===== src/hdl/ssc_pkg.sv =====
/*
  Constants, register map and mode enumeration of the synchronous serial port.
  Assumes a 40 MHz system clock and an APB slave with 32-bit data.
*/
package ssc_pkg;

  // ----------------------------------------------------------------------
  // register byte addresses
  // ----------------------------------------------------------------------
  localparam logic [7:0] ADDR_STATUS = 8'h94;
  localparam logic [7:0] ADDR_CTRL = 8'h98;
  localparam logic [7:0] ADDR_DATA = 8'h9C;
  localparam logic [7:0] ADDR_IRQ_STAT = 8'hA0;
  localparam logic [7:0] ADDR_IRQ_CLR = 8'hA4;
  localparam logic [7:0] ADDR_IRQ_EN = 8'hA8;

  // ----------------------------------------------------------------------
  // serial_port_status fields
  // ----------------------------------------------------------------------
  localparam int STAT_SMP = 7;
  localparam int STAT_CKE = 6;
  localparam int STAT_DA = 5;
  localparam int STAT_STOP = 4;
  localparam int STAT_START = 3;
  localparam int STAT_RW = 2;
  localparam int STAT_UA = 1;
  localparam int STAT_BF = 0;
  localparam logic [7:0] STATUS_RST = 8'h00;

  // ----------------------------------------------------------------------
  // control fields
  // ----------------------------------------------------------------------
  localparam int CTRL_EN = 0;
  localparam int CTRL_MODE_LSB = 1;
  localparam int CTRL_CKP = 3;
  localparam int CTRL_DIV_LSB = 8;

  // ----------------------------------------------------------------------
  // interrupt fields
  // ----------------------------------------------------------------------
  localparam int IRQ_W = 3;
  localparam int IRQ_BYTE = 0;
  localparam int IRQ_START = 1;
  localparam int IRQ_STOP = 2;
  localparam logic [IRQ_W-1:0] IRQ_RST = 3'h0;

  // ----------------------------------------------------------------------
  // timing
  // ----------------------------------------------------------------------
  localparam int CLK_NS = 25;
  localparam int SCK_HALF_NS = 100;
  localparam logic [7:0] SCK_HALF_CYC = 8'((SCK_HALF_NS + CLK_NS - 1) / CLK_NS);
  localparam logic [15:0] CTRL_RST = {SCK_HALF_CYC, 8'h00};
  localparam logic [4:0] LAST_PHASE = 5'h10;
  localparam logic [3:0] LAST_BIT = 4'h7;
  localparam logic [3:0] ACK_BIT = 4'h8;

  // ----------------------------------------------------------------------
  // operating modes
  // ----------------------------------------------------------------------
  typedef enum logic [1:0] {
    SSC_SPI_MASTER,
    SSC_SPI_SLAVE,
    SSC_I2C,
    SSC_MODE_RSVD
  } ssc_mode_e;

  typedef enum logic {
    SSC_M_IDLE,
    SSC_M_RUN
  } ssc_mst_e;

endpackage


===== src/hdl/ssc_link_if.sv =====
/*
  Synchronised serial pin levels and edge pulses passed from the pin front end
  to the port core. All signals are on the system clock.
*/
`timescale 1ns/10ps
interface ssc_link_if;
  logic sck;
  logic sdi;
  logic ss_n;
  logic sck_rise;
  logic sck_fall;
  logic sdi_rise;
  logic sdi_fall;
  logic ss_fall;

  modport front (output sck, sdi, ss_n, sck_rise, sck_fall, sdi_rise, sdi_fall, ss_fall);
  modport core (input sck, sdi, ss_n, sck_rise, sck_fall, sdi_rise, sdi_fall, ss_fall);
endinterface


===== src/hdl/ssc_pin_sync.sv =====
/*
  Two-flop synchronisers for the serial pins plus edge detection.
  Assumes pins are asynchronous to the system clock.
*/
`timescale 1ns/10ps
module ssc_pin_sync (
  input wire logic clk_i,
  input wire logic reset_i,
  input wire logic sck_i,
  input wire logic sdi_i,
  input wire logic ss_n_i,
  ssc_link_if.front lk
);

  // ----------------------------------------------------------------------
  // synchroniser stages: meta, stable, previous stable
  // ----------------------------------------------------------------------
  logic [2:0] meta;
  logic [2:0] stab;
  logic [2:0] prev;
  logic [2:0] next_meta;
  logic [2:0] next_stab;
  logic [2:0] next_prev;

  // next values: meta feeds only stab
  always_comb begin
    next_meta = {ss_n_i, sdi_i, sck_i};
    next_stab = meta;
    next_prev = stab;
  end

  // register stages, all lines idle high so no false edge follows reset
  always_ff @(posedge clk_i or posedge reset_i) begin
    if (reset_i) begin
      meta <= 3'h7;
      stab <= 3'h7;
      prev <= 3'h7;
    end else begin
      meta <= next_meta;
      stab <= next_stab;
      prev <= next_prev;
    end
  end

  // levels and edges from stable stages only
  assign lk.sck = stab[0];
  assign lk.sdi = stab[1];
  assign lk.ss_n = stab[2];
  assign lk.sck_rise = stab[0] & ~prev[0];
  assign lk.sck_fall = ~stab[0] & prev[0];
  assign lk.sdi_rise = stab[1] & ~prev[1];
  assign lk.sdi_fall = ~stab[1] & prev[1];
  assign lk.ss_fall = ~stab[2] & prev[2];

endmodule


===== src/hdl/ssc_serial_port.sv =====
/*
  Synchronous serial port: SPI master or slave, or two-wire byte receiver,
  with its status register, control, data and interrupt registers on APB.
  Assumes APB master on CLK_SYS_I and serial pins asynchronous to it.
*/
// How it works
// - master, sample bit set: capture at bit end
// - master, sample bit clear: capture mid bit
// - idle-low clock: edge bit picks launch edge
// - idle-high clock: edge bit picks launch edge
// - two-wire: flag data byte versus address byte
// - two-wire: start flag set on start condition
// - buffer full set when received byte completes
`timescale 1ns/10ps
module ssc_serial_port (
  input wire logic CLK_SYS_I,
  input wire logic RESET_I,
  input wire logic PSEL_I,
  input wire logic PENABLE_I,
  input wire logic PWRITE_I,
  input wire logic [7:0] PADDR_I,
  input wire logic [31:0] PWDATA_I,
  output logic [31:0] PRDATA_O,
  output logic PREADY_O,
  output logic PSLVERR_O,
  output logic IRQ_O,
  input wire logic SCK_I,
  output logic SCK_O,
  output logic SCK_OE_N_O,
  input wire logic SDI_I,
  output logic SDO_O,
  input wire logic SS_N_I,
  output logic SDA_O,
  output logic SDA_OE_N_O
);

  ssc_link_if lk ();

  // ----------------------------------------------------------------------
  // pin front end
  // ----------------------------------------------------------------------
  ssc_pin_sync u_sync (
    .clk_i(CLK_SYS_I),
    .reset_i(RESET_I),
    .sck_i(SCK_I),
    .sdi_i(SDI_I),
    .ss_n_i(SS_N_I),
    .lk(lk.front)
  );

  // ----------------------------------------------------------------------
  // declarations
  // ----------------------------------------------------------------------
  logic [15:0] ctrl, next_ctrl;
  logic input_sample_phase, next_smp;
  logic cke, next_cke;
  logic bf, next_bf;
  logic [7:0] rx_buf, next_rx_buf;
  logic [ssc_pkg::IRQ_W-1:0] irq_stat, next_irq_stat;
  logic [ssc_pkg::IRQ_W-1:0] irq_en, next_irq_en;
  logic [31:0] prdata, next_prdata;
  ssc_pkg::ssc_mst_e mst, next_mst;
  logic [4:0] phase, next_phase;
  logic [7:0] div_cnt, next_div_cnt;
  logic sck_out, next_sck_out;
  logic sdo, next_sdo;
  logic [7:0] tx_shift, next_tx_shift;
  logic [7:0] rx_shift, next_rx_shift;
  logic [3:0] bit_cnt, next_bit_cnt;
  logic i2c_first, next_i2c_first;
  logic sda_oe_n, next_sda_oe_n;
  logic da, next_da;
  logic rw, next_rw;
  logic start_seen, next_start_seen;
  logic stop_seen, next_stop_seen;
  logic ev_byte, ev_start, ev_stop;
  logic cap_pulse, launch_edge, tick;
  logic access, wr_acc, rd_data_acc, wr_data_go, mapped;
  logic en, clock_idle_polarity;
  logic [7:0] div_lim;
  ssc_pkg::ssc_mode_e mode;

  assign en = ctrl[ssc_pkg::CTRL_EN];
  assign clock_idle_polarity = ctrl[ssc_pkg::CTRL_CKP];
  assign mode = ssc_pkg::ssc_mode_e'(ctrl[ssc_pkg::CTRL_MODE_LSB +: 2]);
  assign div_lim = (ctrl[ssc_pkg::CTRL_DIV_LSB +: 8] == 8'h00) ? 8'h00 : ctrl[ssc_pkg::CTRL_DIV_LSB +: 8] - 8'h01;

  // ----------------------------------------------------------------------
  // apb decode, zero wait states
  // ----------------------------------------------------------------------
  assign access = PSEL_I & PENABLE_I;
  assign wr_acc = access & PWRITE_I;
  assign rd_data_acc = access & ~PWRITE_I & (PADDR_I == ssc_pkg::ADDR_DATA);
  assign wr_data_go = wr_acc & (PADDR_I == ssc_pkg::ADDR_DATA);
  assign mapped = (PADDR_I == ssc_pkg::ADDR_STATUS) | (PADDR_I == ssc_pkg::ADDR_CTRL) |
                  (PADDR_I == ssc_pkg::ADDR_DATA) | (PADDR_I == ssc_pkg::ADDR_IRQ_STAT) |
                  (PADDR_I == ssc_pkg::ADDR_IRQ_CLR) | (PADDR_I == ssc_pkg::ADDR_IRQ_EN);
  assign PREADY_O = 1'b1;
  assign PSLVERR_O = access & ~mapped;
  assign PRDATA_O = prdata;
  assign IRQ_O = |(irq_stat & irq_en);

  // ----------------------------------------------------------------------
  // shift engine: next values for all three modes
  // ----------------------------------------------------------------------
  always_comb begin
    next_mst = mst;
    next_phase = phase;
    next_div_cnt = div_cnt;
    next_sck_out = sck_out;
    next_sdo = sdo;
    next_tx_shift = tx_shift;
    next_rx_shift = rx_shift;
    next_bit_cnt = bit_cnt;
    next_i2c_first = i2c_first;
    next_sda_oe_n = sda_oe_n;
    next_da = da;
    next_rw = rw;
    next_start_seen = start_seen;
    next_stop_seen = stop_seen;
    ev_byte = 1'b0;
    ev_start = 1'b0;
    ev_stop = 1'b0;
    cap_pulse = 1'b0;
    launch_edge = 1'b0;
    tick = 1'b0;
    if (!en) begin
      next_mst = ssc_pkg::SSC_M_IDLE;
      next_sck_out = clock_idle_polarity;
      next_bit_cnt = 4'h0;
      next_sda_oe_n = 1'b1;
      next_start_seen = 1'b0;
      next_stop_seen = 1'b0;
      if (wr_data_go) begin
        next_tx_shift = PWDATA_I[7:0];
      end
    end else begin
      unique case (mode)
        ssc_pkg::SSC_SPI_MASTER: begin
          unique case (mst)
            ssc_pkg::SSC_M_IDLE: begin
              next_sck_out = clock_idle_polarity;
              if (wr_data_go) begin
                next_mst = ssc_pkg::SSC_M_RUN;
                next_div_cnt = 8'h00;
                next_tx_shift = PWDATA_I[7:0];
                next_phase = cke ? 5'h00 : 5'h01;
                // edge bit clear: first bit stands before the first edge
                if (!cke) begin
                  next_sdo = PWDATA_I[7];
                  next_tx_shift = {PWDATA_I[6:0], 1'b0};
                end
              end
            end
            ssc_pkg::SSC_M_RUN: begin
              next_div_cnt = div_cnt + 8'h01;
              tick = (div_cnt >= div_lim);
              if (tick) begin
                next_div_cnt = 8'h00;
                // no clock edge on the closing half period with edge bit set
                if (!(phase == ssc_pkg::LAST_PHASE && cke)) begin
                  next_sck_out = ~sck_out;
                end
                if (!phase[0]) begin
                  if (input_sample_phase && phase != 5'h00) begin
                    cap_pulse = 1'b1;
                  end
                  if (phase != ssc_pkg::LAST_PHASE) begin
                    launch_edge = !(phase == 5'h00 && !cke);
                    next_sdo = tx_shift[7];
                    next_tx_shift = {tx_shift[6:0], 1'b0};
                  end
                end else if (!input_sample_phase) begin
                  cap_pulse = 1'b1;
                end
                if (cap_pulse) begin
                  next_rx_shift = {rx_shift[6:0], lk.sdi};
                end
                if (phase == ssc_pkg::LAST_PHASE) begin
                  next_mst = ssc_pkg::SSC_M_IDLE;
                  ev_byte = 1'b1;
                end else begin
                  next_phase = phase + 5'h01;
                end
              end
            end
          endcase
        end
        ssc_pkg::SSC_SPI_SLAVE: begin
          next_mst = ssc_pkg::SSC_M_IDLE;
          if (lk.ss_n) begin
            next_bit_cnt = 4'h0;
            if (wr_data_go) begin
              next_tx_shift = PWDATA_I[7:0];
            end
          end else begin
            if (lk.ss_fall && !cke) begin
              next_sdo = tx_shift[7];
              next_tx_shift = {tx_shift[6:0], 1'b0};
            end
            // launch on rising edge when edge bit differs from idle level
            if ((cke ^ clock_idle_polarity) ? lk.sck_rise : lk.sck_fall) begin
              next_sdo = tx_shift[7];
              next_tx_shift = {tx_shift[6:0], 1'b0};
            end
            // capture on the opposite edge, mid bit, whatever the sample bit holds
            if ((cke ^ clock_idle_polarity) ? lk.sck_fall : lk.sck_rise) begin
              cap_pulse = 1'b1;
              next_rx_shift = {rx_shift[6:0], lk.sdi};
              next_bit_cnt = bit_cnt + 4'h1;
              if (bit_cnt == ssc_pkg::LAST_BIT) begin
                next_bit_cnt = 4'h0;
                ev_byte = 1'b1;
              end
            end
          end
        end
        ssc_pkg::SSC_I2C: begin
          next_mst = ssc_pkg::SSC_M_IDLE;
          // data line moves while clock line is high: bus condition
          if (lk.sdi_fall && lk.sck) begin
            ev_start = 1'b1;
            next_start_seen = 1'b1;
            next_stop_seen = 1'b0;
            // the clock fall that follows a start ends no bit: wraps to zero
            next_bit_cnt = 4'hF;
            next_i2c_first = 1'b1;
            next_sda_oe_n = 1'b1;
          end else if (lk.sdi_rise && lk.sck) begin
            ev_stop = 1'b1;
            next_stop_seen = 1'b1;
            next_start_seen = 1'b0;
            next_bit_cnt = 4'h0;
            next_sda_oe_n = 1'b1;
          end else if (lk.sck_rise && bit_cnt < ssc_pkg::ACK_BIT) begin
            cap_pulse = 1'b1;
            next_rx_shift = {rx_shift[6:0], lk.sdi};
          end else if (lk.sck_fall) begin
            next_bit_cnt = bit_cnt + 4'h1;
            if (bit_cnt == ssc_pkg::LAST_BIT) begin
              ev_byte = 1'b1;
              next_da = !i2c_first;
              next_i2c_first = 1'b0;
              if (i2c_first) begin
                next_rw = rx_shift[0];
              end
              next_sda_oe_n = 1'b0; // acknowledge every byte
            end else if (bit_cnt == ssc_pkg::ACK_BIT) begin
              next_bit_cnt = 4'h0;
              next_sda_oe_n = 1'b1;
            end
          end
        end
        ssc_pkg::SSC_MODE_RSVD: begin
          next_mst = ssc_pkg::SSC_M_IDLE;
          next_sda_oe_n = 1'b1;
        end
      endcase
    end
  end

  // engine registers
  always_ff @(posedge CLK_SYS_I or posedge RESET_I) begin
    if (RESET_I) begin
      mst <= ssc_pkg::SSC_M_IDLE;
      phase <= 5'h00;
      div_cnt <= 8'h00;
      sck_out <= 1'b0;
      sdo <= 1'b0;
      tx_shift <= 8'h00;
      rx_shift <= 8'h00;
      bit_cnt <= 4'h0;
      i2c_first <= 1'b1;
      sda_oe_n <= 1'b1;
      da <= 1'b0;
      rw <= 1'b0;
      start_seen <= 1'b0;
      stop_seen <= 1'b0;
    end else begin
      mst <= next_mst;
      phase <= next_phase;
      div_cnt <= next_div_cnt;
      sck_out <= next_sck_out;
      sdo <= next_sdo;
      tx_shift <= next_tx_shift;
      rx_shift <= next_rx_shift;
      bit_cnt <= next_bit_cnt;
      i2c_first <= next_i2c_first;
      sda_oe_n <= next_sda_oe_n;
      da <= next_da;
      rw <= next_rw;
      start_seen <= next_start_seen;
      stop_seen <= next_stop_seen;
    end
  end

  assign SCK_O = sck_out;
  assign SCK_OE_N_O = ~(en & (mode == ssc_pkg::SSC_SPI_MASTER));
  assign SDO_O = sdo;
  assign SDA_O = 1'b0;
  assign SDA_OE_N_O = sda_oe_n;

  // ----------------------------------------------------------------------
  // register file: writes, read data, sticky flags
  // ----------------------------------------------------------------------
  always_comb begin
    next_ctrl = ctrl;
    next_smp = input_sample_phase;
    next_cke = cke;
    next_irq_en = irq_en;
    next_rx_buf = rx_buf;
    next_bf = bf;
    next_prdata = prdata;
    next_irq_stat = irq_stat;
    if (wr_acc) begin
      unique case (PADDR_I)
        ssc_pkg::ADDR_STATUS: begin
          next_smp = PWDATA_I[ssc_pkg::STAT_SMP];
          next_cke = PWDATA_I[ssc_pkg::STAT_CKE];
        end
        ssc_pkg::ADDR_CTRL: next_ctrl = PWDATA_I[15:0];
        ssc_pkg::ADDR_IRQ_CLR: next_irq_stat = irq_stat & ~PWDATA_I[ssc_pkg::IRQ_W-1:0];
        ssc_pkg::ADDR_IRQ_EN: next_irq_en = PWDATA_I[ssc_pkg::IRQ_W-1:0];
        default: next_ctrl = ctrl;
      endcase
    end
    // events win over a clear in the same cycle
    next_irq_stat = next_irq_stat | {ev_stop, ev_start, ev_byte};
    if (rd_data_acc) begin
      next_bf = 1'b0;
    end
    if (ev_byte) begin
      next_bf = 1'b1;
      next_rx_buf = next_rx_shift;
    end
    // read data prepared in the setup phase
    if (PSEL_I && !PENABLE_I) begin
      next_prdata = 32'h0000_0000;
      unique case (PADDR_I)
        ssc_pkg::ADDR_STATUS: next_prdata[7:0] = {input_sample_phase, cke, da, stop_seen, start_seen, rw, 1'b0, bf};
        ssc_pkg::ADDR_CTRL: next_prdata[15:0] = ctrl;
        ssc_pkg::ADDR_DATA: next_prdata[7:0] = rx_buf;
        ssc_pkg::ADDR_IRQ_STAT: next_prdata[ssc_pkg::IRQ_W-1:0] = irq_stat;
        ssc_pkg::ADDR_IRQ_EN: next_prdata[ssc_pkg::IRQ_W-1:0] = irq_en;
        default: next_prdata = 32'h0000_0000;
      endcase
    end
  end

  // register file flops
  always_ff @(posedge CLK_SYS_I or posedge RESET_I) begin
    if (RESET_I) begin
      ctrl <= ssc_pkg::CTRL_RST;
      input_sample_phase <= ssc_pkg::STATUS_RST[ssc_pkg::STAT_SMP];
      cke <= ssc_pkg::STATUS_RST[ssc_pkg::STAT_CKE];
      bf <= ssc_pkg::STATUS_RST[ssc_pkg::STAT_BF];
      rx_buf <= 8'h00;
      irq_stat <= ssc_pkg::IRQ_RST;
      irq_en <= ssc_pkg::IRQ_RST;
      prdata <= 32'h0000_0000;
    end else begin
      ctrl <= next_ctrl;
      input_sample_phase <= next_smp;
      cke <= next_cke;
      bf <= next_bf;
      rx_buf <= next_rx_buf;
      irq_stat <= next_irq_stat;
      irq_en <= next_irq_en;
      prdata <= next_prdata;
    end
  end
endmodule

===== config.mk =====
export PLATFORM = sky130hd
export DESIGN_NAME = ssc_serial_port
export DESIGN_NICKNAME = d
export VERILOG_FILES = /design/src/hdl/ssc_pkg.sv /design/src/hdl/ssc_link_if.sv /design/src/hdl/ssc_pin_sync.sv /design/src/hdl/ssc_serial_port.sv
export SDC_FILE = /design/constraint.sdc
export NUM_CORES = 1
export LEC_CHECK = 0
export BUFFER_PORTS_ARGS = -buffer_cell sky130_fd_sc_hd__buf_2
export CORE_MARGIN = 2
export CORE_UTILIZATION = 40
export CTS_CLUSTER_SIZE = 25
export DETAILED_ROUTE_END_ITERATION = 7
export HOLD_SLACK_MARGIN = 0.05
export SLEW_MARGIN = 20
export SYNTH_ARGS = -nofsm -noshare
export SYNTH_HDL_FRONTEND = slang
export SYNTH_HIERARCHICAL = 1
export SYNTH_SLANG_ARGS = --single-unit

===== constraint.sdc =====
create_clock -name CLK_SYS_I -period 8.8 [get_ports CLK_SYS_I]
set_clock_uncertainty 0.1 [all_clocks]
set_input_delay 0.88 -clock CLK_SYS_I [delete_from_list [all_inputs] [get_ports CLK_SYS_I]]
set_output_delay 0.88 -clock CLK_SYS_I [all_outputs]
set_load 0.01 [all_outputs]

# Yosys cells after proc, flatten, opt, wreduce, memory -nomap -nowiden
# Index checks and enable logic that the tools add are counted.
# classes
addsub	4
n_mul	0
n_mux	119
reduce_logical	33
eq_ne	42
div	0
n_lt_le_gt_ge	2
bitwise_logic	35
shifts	0
# ops
operator	count
two-way mux 8 bit	23
two-way mux 1 bit	66
equality test 8 bit, second input constant	6
case mux 8 bit (2 select lines)	3
two-way mux 4 bit	10
case mux 8 bit (3 select lines)	1
!= test 3 bit, second input constant	7
!= test 4 bit, second input constant	4
two-way mux 5 bit	3
!= test 5 bit, second input constant	3
case mux 3 bit (5 select lines)	1
case mux 5 bit (3 select lines)	1
inverter 1 bit	13
bitwise AND 1 bit	12
!= test 3 x 1 -> 1 bit, second input constant	4
case mux 1 bit (2 select lines)	6
AND reduction 6 bit	2
!= test 2 bit, second input constant	5
case mux 5 bit (2 select lines)	1
AND reduction 9 bit	1
adder 8 x 1 -> 8 bit, second input constant	1
>= comparator 8 bit	1
zero test 8 bit	1
case mux 4 bit (2 select lines)	1
33 further kinds	59
# totals
romBits	0
output_inout_bits	40
memories	0
inputBits	48
mem_bits_rw	0
latch_bits	0
wordCells	260
reg_bits	100

# Logic depth before layout (Yosys ltp)
# logic_depth
ltp_word	13
ltp_mapped	13
mapped_depth_nobuf	12

# Hierarchy
# Netlist, hierarchy kept.
# modules_own_cells
mod	cells_per_inst	area_per_inst_um2	n_inst	seq_area_each_um2
ssc_serial_port	613	5685.5	1	2280.9
ssc_pin_sync	15	281.5	1	236.5

# Worst setup path before layout
# No wires, ideal clock.
# synth_path
path_type	register -> register
start	register ctrl[11]
end	register rx_buf[7]
setup_ns	0.129
stages_incl_launch_ff	13
path_buffers	1
arrival_ns	3.148
path_slack_ns	5.423
path_cell_list	dfrtp_1 -> nor4_1 -> nand2_1 -> or3_1 -> and2_1 -> ha_1 -> nand2b_1 -> a2111oi_4 -> o21ai_2 -> buf_2 -> a21o_2 -> a221oi_1 -> a2bb2oi_1
# synth_via
elab_chain_cells	7
elab_cells_between_ends	12
# synth_rtl
element	line	source
start, declared	ssc_serial_port.sv:54	logic [15:0] ctrl, next_ctrl;
start signal, assigned	ssc_serial_port.sv:353	ctrl <= ssc_pkg::CTRL_RST;
start signal, assigned	ssc_serial_port.sv:362	ctrl <= next_ctrl;
subtractor 8 x 1 -> 8 bit or zero test 8 bit (tied branches)	ssc_serial_port.sv:86	assign div_lim = (ctrl[ssc_pkg::CTRL_DIV_LSB +: 8] == 8'h00) ? 8'h00 : ctrl[ssc_pkg::CTRL_DIV_LSB +: 8] - 8'h0 ...
two-way mux 8 bit (*)	ssc_serial_port.sv:86	
>= comparator 8 bit (*)	ssc_serial_port.sv:157	tick = (div_cnt >= div_lim);
two-way mux 8 bit or two-way mux 1 bit (tied branches)	ssc_serial_port.sv:158	if (tick) begin
two-way mux 8 bit or two-way mux 1 bit (tied branches)	ssc_serial_port.sv:140	unique case (mst)
case mux 8 bit (3 select lines) or case mux 1 bit (3 select lines) (tied branches)	ssc_serial_port.sv:138	unique case (mode)
two-way mux 8 bit or two-way mux 1 bit (tied branches)	ssc_serial_port.sv:127	if (!en) begin
end signal, assigned	ssc_serial_port.sv:366	rx_buf <= next_rx_buf;
end, declared	ssc_serial_port.sv:58	logic [7:0] rx_buf, next_rx_buf;
# Mark *: on every way between the ends. The rest lies on a longest branch, timed or not.
# A chain may end at the register's enable or synchronous reset.

# Worst setup path after layout
# layout_path
start	register ctrl[11]
end	register rx_buf[2]
# Same word-level chain as after synthesis.

==> results_dict.tcl <==
set metrics [dict create \
    worst_slew_pin_slew_ns 0.930 \
    htree_levels 3 \
    postLayoutCellArea_mm2 0.00661 \
    slew_headroom_pct 38.0 \
    drv_cap 0 \
    wl_per_cell_um 17.5 \
    first_iter_violations 406 \
    routabilityCongestion 0.896 \
    yosysSeqAreaShare_pct 42.2 \
    fin_ws_ns 4.88 \
    grt_overflow 0 \
    pre_cts_slack_ns 4.92 \
    cts_buffer_depth 2 \
    route.detailed.drc 0 \
    hold_viol 0 \
    fin_crit_ns 3.92 \
    syn2layout_area_growth_pct 10.7 \
    diodes 0 \
    p_leak_nw 3.01 \
    critical_path_class "register to register" \
    grt_pass1_vias 4886 \
    comb_power_share_pct 9.8 \
    crit_buf_inv 0 \
    arrival_ns 4.04 \
    hold_path_class "register to register" \
    peakVddDrop_mv 0.110 \
    drt-total-wl_um 15000 \
    grt_max_degree 70 \
    ys.flop_type "dfrtp_1" \
    synth_edf_count 0 \
    grt_use_total_pct 19.3 \
    dp.cells 843 \
    crit_path_max_incr_delay_ns 0.46 \
    post_cts_buffers 0 \
    num_io_pins 88 \
    slew_violations 0 \
    grt_pass1_wl_um 25100 \
    cts_tree "done" \
    dr.pass1.iters 5 \
    worstPathCellList "nor4_1, nand2_1, or3_1, and2_1, ha_1, nand2b_1, a2111oi_4, o21ai_2, and3_2, nor4_2, a2bb2oi_1" \
    avgSynthCellArea_um2 9.50 \
    synthesis.area_mm2 0.00597 \
    required_ns 8.91 \
    postCtsHoldBufs 0 \
    powerDensity_mw_per_mm2 150 \
    clk_pin_slew_ns 0.07 \
    swShare_pct 27.9 \
    rsz0062_at_grt "false" \
    place.port_buffers 53 \
    root_buffer "clkbuf_16" \
    status "finished clean" \
    intPower_mw 0.715 \
    ctsResizeCount 0 \
    synth-seq-cells 100 \
    nets 732 \
    multi_input_area_mm2 0.00321 \
    die_area_mm2 0.0159 \
    ant_nets 0 \
    synthArstFlopShare_pct 100 \
    syn_inst 628 \
    die_x_um 126 \
    place_area_mm2 0.00632 \
    placementRows 44 \
    clockPowerShare_pct 39.0 \
    final.fill_count 1412 \
    cts_buffers 9 \
    path_delay_family "simple AND/OR/NAND/NOR gates" \
    viasPerCell 5.77 \
    fmax_mhz 255 \
    end_kind "register" \
    drive_gt1_share_pct 21.0 \
    regArea_mm2 0.00252 \
    critPathMaxFanout 17 \
    cp_slowest_cell "a2111oi_4" \
    timing.hold.ws_ns 0.258 \
    synth_cell_types 73 \
    startpoint_type "register" \
    setup_tns_ns 0 \
    p_sw_mw 0.277 \
    final_cell_count_no_fill 859 \
    seq_power_share_pct 51.1 \
    setup_viol 0 \
    start_util_pct 41.1 \
    vias 4953 \
    fin_crit_sh_pct 44.6 \
    cts.sinks 100 \
    die_h_um 126 \
    antenna_found_initial 0 \
    dp_hpwl_um 10900 \
    clk_latency_ns 0.35 \
    yosysWarnings 6 \
    core-area_mm2 0.0145 \
]
## final cells by class
cell class / instances / area share (%)
flip-flops and latches: 100 / 38.1
repair buffers: 57 / 4.47
inverters: 18 / 1.04
clock inverters: 7 / 0.890
well taps: 184 / 3.49
clock buffers: 9 / 3.41
multi-input cells: 484 / 48.6
## per-layer routing
metal  up-vias  GRT usage [%]  wire length, µm
met4         0           5.17              244
met2       148           32.4             7390
li1       2345              -                -
met3        20           2.93              704
met5         -              0                0
met1      2440           26.0             6680
## power groups by stage
stage          combinational, mW  clock (mW)  sequential (mW)
2_1_floorplan             0.0778           0            0.505
3_3_place_gp              0.0947           0            0.514
3_5_place_dp              0.0978           0            0.515
4_1_cts                   0.0982       0.396            0.506
5_1_grt                    0.110       0.417            0.511
6_report                  0.0977       0.387            0.508
## cells in the mapped netlist, types with 7 or more instances
cell type / instances / area (µm²)
a21o_1: 12 / 90.1
a21oi_1: 39 / 195
a22o_1: 17 / 149
buf_4: 18 / 135
clkbuf_1: 16 / 60.1
dfrtp_1: 88 / 2200
dfstp_2: 12 / 315
ha_1: 14 / 175
inv_1: 18 / 67.6
mux2_2: 26 / 293
mux2i_1: 19 / 190
nand2_1: 76 / 285
nand2b_1: 12 / 75.1
nand3_1: 18 / 90.1
nor2_1: 39 / 146
nor3_1: 14 / 70.1
o21ai_0: 45 / 225
o22a_1: 7 / 61.3
## state kept, by name, summed over array words and instances, names as in the netlist, 4 cells and up
register and cells:
rx_shift 8, ctrl 16, div_cnt 8, PRDATA_O 16, phase 5, rx_buf 8
bit_cnt 4, tx_shift 8
## cell usage in the layout, fill, tap and decap left out, types with 14 or more instances in the layout
cell type  netlist  final
mux2i_1         19     19
nand2_1         76     76
a21oi_1         39     39
a22o_1          17     17
nor3_1          14     14
conb_1           2     18
buf_2            6     53
inv_1           18     17
ha_1            14     14
o21ai_0         45     45
dfrtp_1         88     88
nor2_1          39     39
mux2_2          26     26
nand3_1         18     18
## final timing paths
check                      cells past startpoint  slack (ns)                      from                       endpoint
max                                           11        4.88      ctrl[11]$_DFFE_PP0P_          rx_buf[2]$_DFFE_PP0P_
min                                            0        0.26  u_sync/meta[2]$_DFF_PP1_  u_sync/next_prev[2]$_DFF_PP1_
max reg2reg                                   11        4.88      ctrl[11]$_DFFE_PP0P_          rx_buf[2]$_DFFE_PP0P_
min reg2reg                                    0        0.26  u_sync/meta[2]$_DFF_PP1_  u_sync/next_prev[2]$_DFF_PP1_
max in group asynchronous                      3        6.95                   RESET_I        PRDATA_O[9]$_DFFE_PP0P_
min in group asynchronous                      2        0.42                   RESET_I              SCK_O$_DFFE_PP0P_
## through the flow
step	util [%]	power, mW
2_1_floorplan	-	0.582
3_3_place_gp	43.5	0.609
3_5_place_dp	43.5	0.613
4_1_cts	45.4	1.00
5_1_grt	45.4	1.04
6_report	45.4	0.992
## kinds of logic (layout without fill, tap and decap cells)
| family | count (synthesis) | in the layout | synth area share (%) |
|---|---|---|---|
| AND/OR/NAND/NOR | 213 | 213 | 17.9 |
| flip-flops | 100 | 100 | 42.2 |
| AO/OA/AOI/OAI | 188 | 188 | 22.7 |
| other | 2 | 18 | 0.126 |
| buffers and inverters | 60 | 91 | 5.03 |
| adder cells (fa/ha/maj) | 14 | 14 | 2.94 |
| XOR/XNOR | 6 | 6 | 1.01 |
| multiplexers | 45 | 45 | 8.09 |
Note: power is estimated with default switching activity, not from simulation.
